**config.mk**
```make
export PLATFORM = sky130hd
export DESIGN_NAME = bbfo_sequencer
export DESIGN_NICKNAME = d
export VERILOG_FILES = /design/src/bbfo_pkg.sv /design/src/bbfo_sequencer.sv
export SDC_FILE = /design/constraint.sdc
export NUM_CORES = 1
export LEC_CHECK = 0
export ABC_AREA = 1
export BUFFER_PORTS_ARGS = -buffer_cell sky130_fd_sc_hd__buf_2
export CORE_UTILIZATION = 45
export CTS_BUF_LIST = sky130_fd_sc_hd__clkbuf_16
export DETAILED_ROUTE_END_ITERATION = 8
export GPL_TIMING_DRIVEN = 0
export PLACE_DENSITY = 0.64
export SKIP_CTS_REPAIR_TIMING = 1
export SLEW_MARGIN = 15
export SYNTH_ARGS = -nofsm -noshare
export SYNTH_HDL_FRONTEND = slang
export SYNTH_SLANG_ARGS = --single-unit
```
**constraint.sdc**
```tcl
create_clock -name core_clk -period 11.7 [get_ports core_clk]
set_input_delay 2.34 -clock core_clk [delete_from_list [all_inputs] [get_ports core_clk]]
set_output_delay 2.34 -clock core_clk [all_outputs]
set_load 0.03 [all_outputs]
```
**src/bbfo_pkg.sv**
```systemverilog
// shared constants and types for the failover sequencer
package bbfo_pkg;
  // register map, byte addresses on the register port
  localparam logic [15:0] CTRL_OFS    = 16'h0004;
  localparam logic [15:0] TMRA_LO_OFS = 16'h413c;
  localparam logic [15:0] TMRA_HI_OFS = 16'h413d;
  localparam logic [15:0] TMRB_LO_OFS = 16'h413e;
  localparam logic [15:0] TMRB_HI_OFS = 16'h413f;
  localparam logic [15:0] STATUS_OFS  = 16'h4140;

  // reset values
  localparam logic [7:0] CTRL_RST   = 8'h14;
  localparam logic [7:0] TMR_LO_RST = 8'hd0;
  localparam logic [7:0] TMR_HI_RST = 8'h07;

  // control byte layout
  localparam int         CTRL_EN_BIT  = 0;
  localparam int         SEL_LSB      = 1;
  localparam int         SEL_MSB      = 5;
  localparam logic [7:0] CTRL_WMASK   = 8'h3f;
  localparam logic [4:0] SEL_RESERVED = 5'h09;
  localparam int         PIN_COUNT    = 17;

  // capability descriptor configured-state code: unspecified error
  localparam logic [1:0] CFG_UNSPEC = 2'h0;

  // timing
  localparam int         CLK_PERIOD_NS = 10;
  localparam int         TICK_MS       = 10;
  localparam int         TICK_CYCLES_DFLT =
    TICK_MS * 1000000 / CLK_PERIOD_NS;
  localparam int         TICK_W        = 20;
  localparam logic [3:0] HOLD_TICKS    = 4'h5;

  typedef enum logic [3:0] {
    ST_IDLE    = 4'h1,
    ST_BB_DET  = 4'h2,
    ST_BB_ON   = 4'h4,
    ST_STD_DET = 4'h8
  } bbfo_state_t;

  // signals presented to the internal function device
  typedef struct packed {
    logic       detach;
    logic       billboard;
    logic [1:0] cfg_code;
  } bbfo_func_t;

  // one detach timer
  typedef struct packed {
    logic        run;
    logic [15:0] cnt;
  } bbfo_tmr_t;

  typedef struct packed {
    logic [PIN_COUNT-1:0] s1;
    logic [PIN_COUNT-1:0] s2;
    logic [PIN_COUNT-1:0] s3;
    logic [PIN_COUNT-1:0] filt;
    logic                 prev;
    logic [7:0]           ctrl;
    logic [15:0]          tmr_a_cfg;
    logic [15:0]          tmr_b_cfg;
    logic [TICK_W-1:0]    tick_cnt;
    logic [3:0]           hold;
    bbfo_tmr_t            tmr_a;
    bbfo_tmr_t            tmr_b;
    bbfo_state_t          st;
    bbfo_func_t           func;
    logic [7:0]           rdata;
  } bbfo_state_reg_t;
endpackage

```
**src/bbfo_sequencer.sv**
```systemverilog
// billboard failover sequencer: pin watch, detach/reattach, detach timers
//
// Decided for this implementation: the plain strobed port.
`timescale 1ns/1ps

// Operation
// - failure input active low triggers billboard
// - control bits 5:1 choose failure pin
// - control bit 0 enables failure trigger only
// - on failure force function detach
// - reattach presenting billboard 1.1 descriptors
// - timer A starts on address assignment
// - timer A defaults to twenty seconds
// - configured state reports unspecified error 00b
// - string request starts timer B
// - timer B defaults to twenty seconds
// - either timer expiry forces detach
// - then reattach with standard descriptors
// - timers count in 10 ms units
// - timer A low byte resets D0h
// - failure text comes from OTP memory
// - timer A high byte follows low byte
// - timer B has own low/high bytes
module bbfo_sequencer #(
  parameter int TICK_CYCLES = bbfo_pkg::TICK_CYCLES_DFLT
) (
  input  wire logic                           core_clk,
  input  wire logic                           sys_rst,
  input  wire logic [15:0]                    reg_addr,
  input  wire logic [7:0]                     reg_wdata,
  input  wire logic                           reg_wr,
  input  wire logic                           reg_rd,
  output      logic [7:0]                     reg_rdata,
  input  wire logic [bbfo_pkg::PIN_COUNT-1:0] fail_pin_n,
  input  wire logic                           addr_set,
  input  wire logic                           alt_str_req,
  output      logic                           func_detach,
  output      logic                           billboard_mode,
  output      logic                           otp_text_sel,
  output      logic [1:0]                     cfg_code
);

  bbfo_pkg::bbfo_state_reg_t s_reg;
  bbfo_pkg::bbfo_state_reg_t s_next;

  localparam logic [bbfo_pkg::TICK_W-1:0] TICK_LAST =
    bbfo_pkg::TICK_W'(TICK_CYCLES - 1);

  // select code names a real pin: not reserved, not past the last one
  function automatic logic sel_valid(
    input logic [4:0] c
  );
    logic ok;
    ok = 1'b1;
    if (c == bbfo_pkg::SEL_RESERVED) begin
      ok = 1'b0;
    end
    if (32'(c) >= bbfo_pkg::PIN_COUNT) begin
      ok = 1'b0;
    end
    return ok;
  endfunction

  // filtered level of the selected pin; no pin reads as idle high
  function automatic logic pin_pick(
    input logic [bbfo_pkg::PIN_COUNT-1:0] lv,
    input logic [4:0]                     c
  );
    logic p;
    p = 1'b1;
    for (int i = 0; i < bbfo_pkg::PIN_COUNT; i++) begin
      if (sel_valid(c) && 32'(c) == i) begin
        p = lv[i];
      end
    end
    return p;
  endfunction

  // an agreeing stage pair moves the filtered level; a one-cycle
  // glitch between stages 2 and 3 is simply not passed on
  function automatic logic [bbfo_pkg::PIN_COUNT-1:0] pin_filter(
    input logic [bbfo_pkg::PIN_COUNT-1:0] st2,
    input logic [bbfo_pkg::PIN_COUNT-1:0] st3,
    input logic [bbfo_pkg::PIN_COUNT-1:0] cur
  );
    logic [bbfo_pkg::PIN_COUNT-1:0] f;
    f = cur;
    for (int i = 0; i < bbfo_pkg::PIN_COUNT; i++) begin
      if (st2[i] == st3[i]) begin
        f[i] = st3[i];
      end
    end
    return f;
  endfunction

  // status: timer run flags, one-hot state, two zero bits
  function automatic logic [7:0] status_byte(
    input bbfo_pkg::bbfo_state_reg_t s
  );
    logic [7:0] b;
    b = {s.tmr_b.run, s.tmr_a.run, s.st, 2'h0};
    return b;
  endfunction

  // read decode, shared by the read path
  function automatic logic [7:0] rd_mux(
    input logic [15:0]               a,
    input bbfo_pkg::bbfo_state_reg_t s
  );
    logic [7:0] d;
    d = 8'h00;
    case (a)
      bbfo_pkg::CTRL_OFS:    d = s.ctrl;
      bbfo_pkg::TMRA_LO_OFS: d = s.tmr_a_cfg[7:0];
      bbfo_pkg::TMRA_HI_OFS: d = s.tmr_a_cfg[15:8];
      bbfo_pkg::TMRB_LO_OFS: d = s.tmr_b_cfg[7:0];
      bbfo_pkg::TMRB_HI_OFS: d = s.tmr_b_cfg[15:8];
      bbfo_pkg::STATUS_OFS:  d = status_byte(s);
      default:               d = 8'h00;
    endcase
    return d;
  endfunction

  // a running timer counts down one step per tick and holds at zero
  function automatic bbfo_pkg::bbfo_tmr_t tmr_step(
    input bbfo_pkg::bbfo_tmr_t t,
    input logic                 tick
  );
    bbfo_pkg::bbfo_tmr_t r;
    r = t;
    if (t.run && tick && t.cnt != 16'h0000) begin
      r.cnt = t.cnt - 16'h0001;
    end
    return r;
  endfunction

  // expiry on the tick that would bring the count to zero
  function automatic logic tmr_due(
    input bbfo_pkg::bbfo_tmr_t t,
    input logic                 tk
  );
    return t.run && tk && (t.cnt <= 16'h0001);
  endfunction

  // a started timer reloads from its configured tick count
  function automatic bbfo_pkg::bbfo_tmr_t tmr_load(
    input logic [15:0] cfg
  );
    bbfo_pkg::bbfo_tmr_t r;
    r.run = 1'b1;
    r.cnt = cfg;
    return r;
  endfunction

  logic       tick;
  logic       pin_lvl;
  logic       sel_ok;
  logic [4:0] sel;
  logic [4:0] new_sel;
  logic       a_exp;
  logic       b_exp;
  logic       hold_done;
  logic       fall_seen;

  always_comb begin
    s_next        = s_reg;
    s_next.rdata  = 8'h00;
    sel           = s_reg.ctrl[bbfo_pkg::SEL_MSB:bbfo_pkg::SEL_LSB];
    new_sel       = sel;
    sel_ok        = sel_valid(sel);
    pin_lvl       = pin_pick(s_reg.filt, sel);

    // three-stage pin capture; filtered level moves when stages 2 and 3 agree
    s_next.s1   = fail_pin_n;
    s_next.s2   = s_reg.s1;
    s_next.s3   = s_reg.s2;
    s_next.filt = pin_filter(s_reg.s2, s_reg.s3, s_reg.filt);
    s_next.prev = pin_lvl;

    // shared 10 ms tick
    tick = (s_reg.tick_cnt == TICK_LAST);
    if (tick) begin
      s_next.tick_cnt = '0;
    end else begin
      s_next.tick_cnt = s_reg.tick_cnt + 1'b1;
    end

    // register writes
    if (reg_wr) begin
      case (reg_addr)
        bbfo_pkg::CTRL_OFS: begin
          s_next.ctrl = reg_wdata & bbfo_pkg::CTRL_WMASK;
        end
        bbfo_pkg::TMRA_LO_OFS: begin
          s_next.tmr_a_cfg[7:0] = reg_wdata;
        end
        bbfo_pkg::TMRA_HI_OFS: begin
          s_next.tmr_a_cfg[15:8] = reg_wdata;
        end
        bbfo_pkg::TMRB_LO_OFS: begin
          s_next.tmr_b_cfg[7:0] = reg_wdata;
        end
        bbfo_pkg::TMRB_HI_OFS: begin
          s_next.tmr_b_cfg[15:8] = reg_wdata;
        end
        default: ;
      endcase
    end
    if (reg_rd) begin
      s_next.rdata = rd_mux(reg_addr, s_reg);
    end

    // a new select whose pin is already low must not read as a fall;
    // re-arm from the new pin so only a later fall starts a session
    if (reg_wr && reg_addr == bbfo_pkg::CTRL_OFS) begin
      new_sel     = s_next.ctrl[bbfo_pkg::SEL_MSB:bbfo_pkg::SEL_LSB];
      s_next.prev = pin_pick(s_next.filt, new_sel);
    end

    s_next.tmr_a = tmr_step(s_reg.tmr_a, tick);
    s_next.tmr_b = tmr_step(s_reg.tmr_b, tick);
    a_exp = tmr_due(s_reg.tmr_a, tick);
    b_exp = tmr_due(s_reg.tmr_b, tick);
    hold_done = tick && (s_reg.hold == bbfo_pkg::HOLD_TICKS - 4'h1);
    if (tick) begin
      s_next.hold = s_reg.hold + 4'h1;
    end

    // only a fresh fall counts; level changes elsewhere are ignored
    fall_seen = s_reg.ctrl[bbfo_pkg::CTRL_EN_BIT] && sel_ok &&
                s_reg.prev && !pin_lvl;

    case (s_reg.st)
      bbfo_pkg::ST_IDLE: begin
        if (fall_seen) begin
          s_next.st          = bbfo_pkg::ST_BB_DET;
          s_next.func.detach = 1'b1;
          s_next.hold        = 4'h0;
        end
      end
      bbfo_pkg::ST_BB_DET: begin
        if (hold_done) begin
          s_next.st             = bbfo_pkg::ST_BB_ON;
          s_next.func.detach    = 1'b0;
          s_next.func.billboard = 1'b1;
          s_next.func.cfg_code  = bbfo_pkg::CFG_UNSPEC;
        end
      end
      bbfo_pkg::ST_BB_ON: begin
        if (addr_set && !s_reg.tmr_a.run) begin
          s_next.tmr_a = tmr_load(s_reg.tmr_a_cfg);
        end
        if (alt_str_req && !s_reg.tmr_b.run) begin
          s_next.tmr_b = tmr_load(s_reg.tmr_b_cfg);
        end
        if (a_exp || b_exp) begin
          s_next.st             = bbfo_pkg::ST_STD_DET;
          s_next.func.detach    = 1'b1;
          s_next.func.billboard = 1'b0;
          s_next.hold           = 4'h0;
        end
      end
      bbfo_pkg::ST_STD_DET: begin
        if (hold_done) begin
          s_next.st          = bbfo_pkg::ST_IDLE;
          s_next.func.detach = 1'b0;
          s_next.tmr_a       = '0;
          s_next.tmr_b       = '0;
        end
      end
      default: begin
        s_next.st   = bbfo_pkg::ST_IDLE;
        s_next.func = '0;
      end
    endcase
  end

  always_ff @(posedge core_clk or posedge sys_rst) begin
    if (sys_rst) begin
      // pins idle high so no fall is seen out of reset
      s_reg.s1        <= '1;
      s_reg.s2        <= '1;
      s_reg.s3        <= '1;
      s_reg.filt      <= '1;
      s_reg.prev      <= 1'b1;
      s_reg.ctrl      <= bbfo_pkg::CTRL_RST;
      s_reg.tmr_a_cfg <= {bbfo_pkg::TMR_HI_RST,
                          bbfo_pkg::TMR_LO_RST};
      s_reg.tmr_b_cfg <= {bbfo_pkg::TMR_HI_RST,
                          bbfo_pkg::TMR_LO_RST};
      s_reg.tick_cnt  <= '0;
      s_reg.hold      <= 4'h0;
      s_reg.tmr_a     <= '0;
      s_reg.tmr_b     <= '0;
      s_reg.st        <= bbfo_pkg::ST_IDLE;
      // nothing forced on the function until a fall
      s_reg.func.detach    <= 1'b0;
      s_reg.func.billboard <= 1'b0;
      s_reg.func.cfg_code  <= bbfo_pkg::CFG_UNSPEC;
      s_reg.rdata     <= 8'h00;
    end else begin
      s_reg <= s_next;
    end
  end

  assign reg_rdata      = s_reg.rdata;
  assign func_detach    = s_reg.func.detach;
  assign billboard_mode = s_reg.func.billboard;
  assign otp_text_sel   = s_reg.func.billboard;
  assign cfg_code       = s_reg.func.cfg_code;

endmodule

```
Word-level counts from Yosys, hierarchy flattened:

Index checks and enable logic that the tools add are counted.

* register bits: 181
* input bits: 47

* add/sub/neg operators: 4
* $lt $le $gt $ge: 4
* equal/unequal tests: 67
* mux-type cells: 82
* bitwise logic cells: 2
* reduce and logical (&&, ||, !) cells: 68

Operators by type and width (count)
* $eq 16x15->1 const B: 5
* $eq 5x4->1 const B: 16
* $pmux 34 s2: 1
* $mux 1: 57
* $mux 8: 6
* $pmux 8 s6: 1
* $logic_and 1x1->1: 47
* $eq 5x3->1 const B: 8
* $mux 39: 1
* $mux 38: 1
* $mux 17: 2
* $le 16x1->1 const B: 2
* $mux 16: 2
* $reduce_bool 16->1: 2
* $sub 16x1->16 const B: 2
* $add 20x1->20 const B: 1
* $eq 20x20->1 const B: 1
* $eq 5x2->1 const B: 4
* $mux 20: 1
* $pmux 5 s4: 1
* $eq 1x1->1: 17
* $eq 16x3->1 const B: 1
* $mux 4: 3
* $mux 6: 2
* 23 further kinds: 43

Depth between registers and ports, before layout:

Gate-level depths: netlist of the first run.

* word-level depth: 26
* gate-level depth with buffers: 20
* mapped depth without buffers: 20

Least setup slack after synthesis of the first run:

Ideal clock, no wire load.

* path type: input-to-reg
* start point: input reg_addr[11]
* end point: register s_reg[99] (netlist name)
* library setup time: 0.078 ns
* arrival: 3.886 ns
* required time: 11.622 ns
* setup slack: 7.736 ns
* stages on the path: 11
* path buffers: 1
* path through: nor2_1 nand2_2 nor4_2 nand4_1 inv_1 nand3_2 nor3_2 nand2_4 buf_6 nand2_1 o21ai_2

* longest elaborated chain between the ends: 2

Ends and longest elaborated chain
* start: declaration: RTL line bbfo_sequencer.sv:29 `input wire logic [15:0] reg_addr,`
* $eq 16x15->1: RTL line bbfo_sequencer.sv:190 `case (reg_addr)`
* $reduce_and 2->1 (no source line)
* end signal: assignment: RTL line bbfo_sequencer.sv:302 `s_reg <= s_next;`
* end: declaration: RTL line bbfo_sequencer.sv:43 `bbfo_pkg::bbfo_state_reg_t s_reg;`

Every way passes these cells.
A chain may end at the register's enable or synchronous reset.

Worst setup path after layout of the first run:

* start point: input reg_addr[11]
* end point: register s_reg[102] (netlist name)

Same word-level chain as after synthesis.

==> flow_metrics.env, run 1 <==
export IMPL_status="complete, but fails checks"
export IMPL_failed_checks="design-rule violations"
export IMPL_cts_buffers=17
export IMPL_die_area_sq_um=19100
export IMPL_slew_headroom_pct=30.2
export IMPL_crit_family="simple AND/OR/NAND/NOR gates"
export IMPL_grt_pass1_wl_microns=31100
export IMPL_core_sq_um=18100
export IMPL_pre_cts_ws_ns=7.19
export IMPL_ir_drop_mv=0.114
export IMPL_final_setup_worst_slack_ns=7.63
export IMPL_antenna_found_initial=0
export IMPL_syn_area_per_cell_sq_um=8.89
export IMPL_synth_largest_area_cell="dfrtp_1"
export IMPL_largest_reg_flops=133
export IMPL_synth_warnings=0
export IMPL_yosys_area_top_type_share_pct=28.5
export IMPL_skew_ns=0.00852
export IMPL_hp_class="reg -> reg"
export IMPL_max_freq_ghz=0.246
export IMPL_maxSlewViolCount=0
export IMPL_hold_viol=0
export IMPL_wl_per_cell_microns=15.1
export IMPL_path_buf_inv=3
export IMPL_drc=2
export IMPL_max_cap_violations=0
export IMPL_grt_use_total_pct=20.8
export IMPL_avgViaCountPerCell=5.21
export IMPL_hpwl_microns=13600
export IMPL_holdPathStages=0
export IMPL_synth_cell_types=54
export IMPL_wl_microns=18900
export IMPL_crit_cells=11
export IMPL_insertion_delay_ns=0.44
export IMPL_cts_max_level=4
export IMPL_leakage_nw=4.41
export IMPL_finalSetupViolations=0
export IMPL_synth_most_common_cell="nand2_1"
export IMPL_syn_to_final_growth_pct=14.7
export IMPL_place_gp_congestion=0.875
export IMPL_cp_max_fo=10
export IMPL_grt_start_max_net_pins=97
export IMPL_die_h_microns=138
export IMPL_crit_type="in -> reg"
export IMPL_power_mw=1.38
export IMPL_path_clk_slew_ns=0.07
export IMPL_drtPass1Iterations=7
export IMPL_min_period_ns=4.07
export IMPL_cts_tree="built"
export IMPL_netlist_area_sq_um=8340
export IMPL_synthTopCellsByArea="dfrtp_1 29%, dfstp_2 25%, nand2_1 8.4%"
export IMPL_grt_pass1_vias=6381
export IMPL_cts_sinks=175
export IMPL_async_reset_ff_share_pct=100
export IMPL_arrival_ns=4.43
export IMPL_reg2reg_depth=12
export IMPL_diodes=0
export IMPL_start_util_pct=46.1
export IMPL_synth_seq_cells=175
export IMPL_worstPathCellList="buf_2 -> nor2_1 -> nand2_2 -> nor4_2 -> nand4_1 -> inv_1 -> nand3_2 -> nor3_2 -> nand2_4 -> buf_6 -> o21ai_1"
export IMPL_seq_area_frac_synth_pct=53.7
export IMPL_syn_inst=938
export IMPL_fillers=1625
export IMPL_setup_tns_ns=0
export IMPL_num_rows=49
export IMPL_nNetsFinal=1070
export IMPL_numPortBuffers=56
export IMPL_ios=60
export IMPL_tightest_slew_ns=1.04
export IMPL_cts_root_buf="clkbuf_16"
export IMPL_synthTopCellsByCount="186 x nand2_1, 132 x inv_1, 95 x dfrtp_1"
export IMPL_clock_path_buffers=2
export IMPL_synth_edf_count=0
export IMPL_rsz0062_at_grt="false"
export IMPL_crit_path_top_delay_cell="nor3_2"
export IMPL_ys_flop_type="dfrtp_1"
export IMPL_fin_crit_sh_pct=34.8
export IMPL_gr_total_overflow=0
export IMPL_drtIter0Drc=431
export IMPL_drive_above_1_share_pct=21.3
export IMPL_endpoint_kind="flip-flop"
export IMPL_drtAntennaViolNets=0
export IMPL_cp_slowest_stage_delay_ns=0.52
export IMPL_worst_ep_required_time_ns=12.06
export IMPL_p_per_area_nw_per_um2=144
export IMPL_r2r_setup_slack_ns=8.99
export IMPL_die_w_microns=138
export IMPL_num_vias=6551
export IMPL_startpoint_type="input port"
[final timing paths]
kind                               from           to
min in group asynchronous       sys_rst  func_detach
min reg2reg                 s_next[149]  s_next[132]
max                        reg_addr[11]   s_reg[102]
max in group asynchronous       sys_rst  s_next[142]
min                         s_next[149]  s_next[132]
max reg2reg                   s_reg[54]    s_reg[29]
[area by class of cell]
type	count	area, sq um	share of cell area, %
clock inverter	12	116	1.22
sequential	175	4480	46.8
tap	229	287	3.00
buffer	21	138	1.44
multi-input combinational	608	3220	33.7
clock buffer	20	500	5.23
timing repair buffer	57	308	3.22
inverter	135	514	5.38
[worst register-to-register path, delay by kind of cell, from the launching register on]
| family | cells | cell delay, ns |
|---|---|---|
| AND/OR/NAND/NOR | 7 | 1.53 |
| AO/OA/AOI/OAI | 3 | 0.42 |
| flip-flops | 1 | 0.37 |
| adder cells (fa/ha/maj) | 1 | 0.19 |
| buffers and inverters | 1 | 0.09 |
[layout by cell type, fill, tap and decap left out, drive strengths merged, types with 2 or more instances in the layout]
| cell | count |
|---|---|
| nand2 | 193 |
| inv | 141 |
| nor2 | 100 |
| dfrtp | 95 |
| o21ai | 83 |
| dfstp | 80 |
| buf | 75 |
| nand3 | 45 |
| a21oi | 29 |
| nand4 | 24 |
| clkbuf | 23 |
| nor3 | 23 |
| xor2 | 16 |
| maj3 | 15 |
| o22ai | 13 |
| nor4 | 11 |
| ha | 8 |
| a22oi | 6 |
| nand3b | 4 |
| a31oi | 4 |
| a21o | 4 |
| o2111ai | 3 |
| xnor2 | 3 |
| a221oi | 3 |
| a32o | 3 |
| or2 | 3 |
| clkinv | 3 |
| a211oi | 2 |
| o211ai | 2 |
| conb | 2 |
| clkinvlp | 2 |
[power by group]
part	leakage [nW]	switching (mW)	internal (mW)
Clock	0.300	0.254	0.335
Sequential	2.14	0.0132	0.643
Combinational	1.97	0.0916	0.0392
[routing by layer]
layer,global-route usage [%],vias to the layer above,wire [microns]
met5,0,-,0
met3,3.50,37,809
met2,33.3,152,8880
met1,27.9,3120,8810
li1,-,3242,-
met4,9.46,0,433
[through the flow]
stage               area, sq um  utilization, %  instances  hold slack [ns]
floorplan                  8340               -        939            0.345
global placement           8910            49.3       1224            0.346
detailed placement         8950            49.5       1225            0.347
CTS                        9560            52.9       1257            0.358
global route               9560            52.9       1257            0.358
finish                     9560            52.9       1257            0.356
[logic make-up after synthesis]
kind of cell | after synthesis | synth area share, %
AOI/OAI and AO/OA | 158 | 11.3
xor gates and xnor gates | 19 | 2.00
adders and majority gates | 23 | 3.00
buffers and inverters | 156 | 7.73
and+or+nand+nor | 406 | 22.2
DFF | 175 | 53.7
other | 1 | 0.0450
Note: power is estimated with default switching activity, not from simulation.
==> run 2: changes to the inputs <==
==> constraint.sdc (replaced) <==
create_clock -name core_clk -period 3.9 [get_ports core_clk]
set_input_delay 0.78 -clock core_clk [delete_from_list [all_inputs] [get_ports core_clk]]
set_output_delay 0.78 -clock core_clk [all_outputs]
set_load 0.03 [all_outputs]
==> flow_metrics.env, run 2 (same netlist as run 1, synthesis figures left out) <==
export IMPL_clock_path_buffers=2
export IMPL_insertion_delay_ns=0.44
export IMPL_hold_viol=0
export IMPL_num_rows=49
export IMPL_core_sq_um=18100
export IMPL_rsz0062_at_grt="false"
export IMPL_endpoint_kind="flip-flop"
export IMPL_finalSetupViolations=0
export IMPL_gr_total_overflow=0
export IMPL_drtPass1Iterations=5
export IMPL_cts_max_level=4
export IMPL_holdPathStages=0
export IMPL_final_common_cell="nand2_1"
export IMPL_swShare_pct=26.8
export IMPL_maxSlewViolCount=0
export IMPL_hpwl_microns=14000
export IMPL_p_sw_mw=1.08
export IMPL_stdcell_count=1261
export IMPL_wl_microns=19000
export IMPL_min_period_ns=2.74
export IMPL_start_util_pct=46.1
export IMPL_drc=0
export IMPL_num_vias=6479
export IMPL_nNetsFinal=1074
export IMPL_cts_tree="built"
export IMPL_die_w_microns=138
export IMPL_place_gp_congestion=0.902
export IMPL_max_freq_ghz=0.365
export IMPL_path_clk_slew_ns=0.07
export IMPL_drive_above_1_share_pct=21.6
export IMPL_status="finished clean"
export IMPL_avgViaCountPerCell=5.14
export IMPL_ios=60
export IMPL_ir_drop_mv=0.308
export IMPL_grt_start_max_net_pins=36
export IMPL_wl_per_cell_microns=15.0
export IMPL_clock_power_share_pct=41.1
export IMPL_cp_max_fo=7
export IMPL_reg2reg_depth=9
export IMPL_power_frac_seq_pct=48.9
export IMPL_skew_ns=0.00909
export IMPL_pre_cts_ws_ns=1.04
export IMPL_p_per_area_nw_per_um2=420
export IMPL_startpoint_type="flip-flop"
export IMPL_syn_to_final_growth_pct=14.9
export IMPL_worst_ep_required_time_ns=4.23
export IMPL_grt_use_total_pct=21.3
export IMPL_arrival_ns=3.06
export IMPL_cts_buffers=17
export IMPL_max_cap_violations=0
export IMPL_dp_cells=1229
export IMPL_leakage_nw=4.43
export IMPL_fin_crit_sh_pct=70.2
export IMPL_layout_common_cells="186 x nand2_1, 132 x inv_1, 95 x dfrtp_1, 93 x nor2_1, 80 x dfstp_2"
export IMPL_slew_headroom_pct=25.8
export IMPL_diodes=0
export IMPL_grt_pass1_wl_microns=31900
export IMPL_drtAntennaViolNets=0
export IMPL_hp_class="reg -> reg"
export IMPL_numPortBuffers=56
export IMPL_grt_pass1_vias=6429
export IMPL_largest_reg_flops=133
export IMPL_power_mw=4.02
export IMPL_drtIter0Drc=414
export IMPL_hold_slack_ns=0.356
export IMPL_final_setup_worst_slack_ns=1.16
export IMPL_crit_type="reg -> reg"
export IMPL_die_h_microns=138
export IMPL_cts_sinks=175
export IMPL_tightest_slew_ns=1.11
export IMPL_die_area_sq_um=19100
export IMPL_setup_tns_ns=0
export IMPL_pwr_share_comb_pct=9.9
export IMPL_antenna_found_initial=0
export IMPL_intPower_mw=2.94
export IMPL_cts_root_buf="clkbuf_16"
## run 2: cell count changes in the layout (fill, tap and decap cells not counted), sizes merged
| cell | before | now |
|---|---|---|
| buf | 75 | 79 |
| clkbuf | 23 | 20 |
| clkinv | 3 | 5 |
| clkinvlp | 2 | 1 |
| inv | 141 | 143 |
## run 2: worst paths after layout
kind                        startpoint     endpoint  slack [ns]
max                          s_reg[13]    s_reg[39]        1.16
min                        s_next[152]  s_next[135]        0.36
max reg2reg                  s_reg[13]    s_reg[39]        1.16
min reg2reg                s_next[152]  s_next[135]        0.36
max in group asynchronous      sys_rst  s_next[132]        2.56
min in group asynchronous      sys_rst    s_reg[16]        0.46
## run 2: cell type report
type	instances	area (sq um)
Clock inverter	15	134
Sequential cell	175	4480
Fill cell	1657	8500
Tap cell	229	287
Timing Repair Buffer	61	388
Buffer	21	138
Inverter	135	510
Clock buffer	17	425
Multi-Input combinational cell	608	3220
## run 2: worst max-delay path, stage by stage (launching register included)
cell     delay [ns]
dfrtp_1        0.39
nor2_1         0.13
inv_1          0.05
nor3_1         0.84
o21ai_0        0.48
nor2_1         0.23
inv_1          0.17
o21ai_0        0.12
a21oi_1        0.07
a21o_1         0.15
## run 2: layer usage
metal  vias up  track usage, %  share of wire [%]
li1       3238               -                  -
met1      3089            27.7                 45
met2       126            35.7                 49
met3        26            3.91                3.7
met4         0            7.45                2.0
met5         -               0                  0
## run 2: through the flow
stage | utilization (%) | cell area (sq um)
final | 53.0 | 9580
after global routing | 53.0 | 9580
after CTS | 53.0 | 9580
after detailed placement | 49.9 | 9020
after global placement | 49.3 | 8910
after floorplan | - | 8350
## run 2: power by group through the flow
stage | Combinational [mW] | Clock, mW | Sequential [mW]
after global placement | 0.384 | 0 | 2.00
after global routing | 0.457 | 1.76 | 1.98
after CTS | 0.405 | 1.69 | 1.97
after floorplan | 0.252 | 0 | 2.01
final | 0.399 | 1.65 | 1.97
after detailed placement | 0.401 | 0 | 2.00
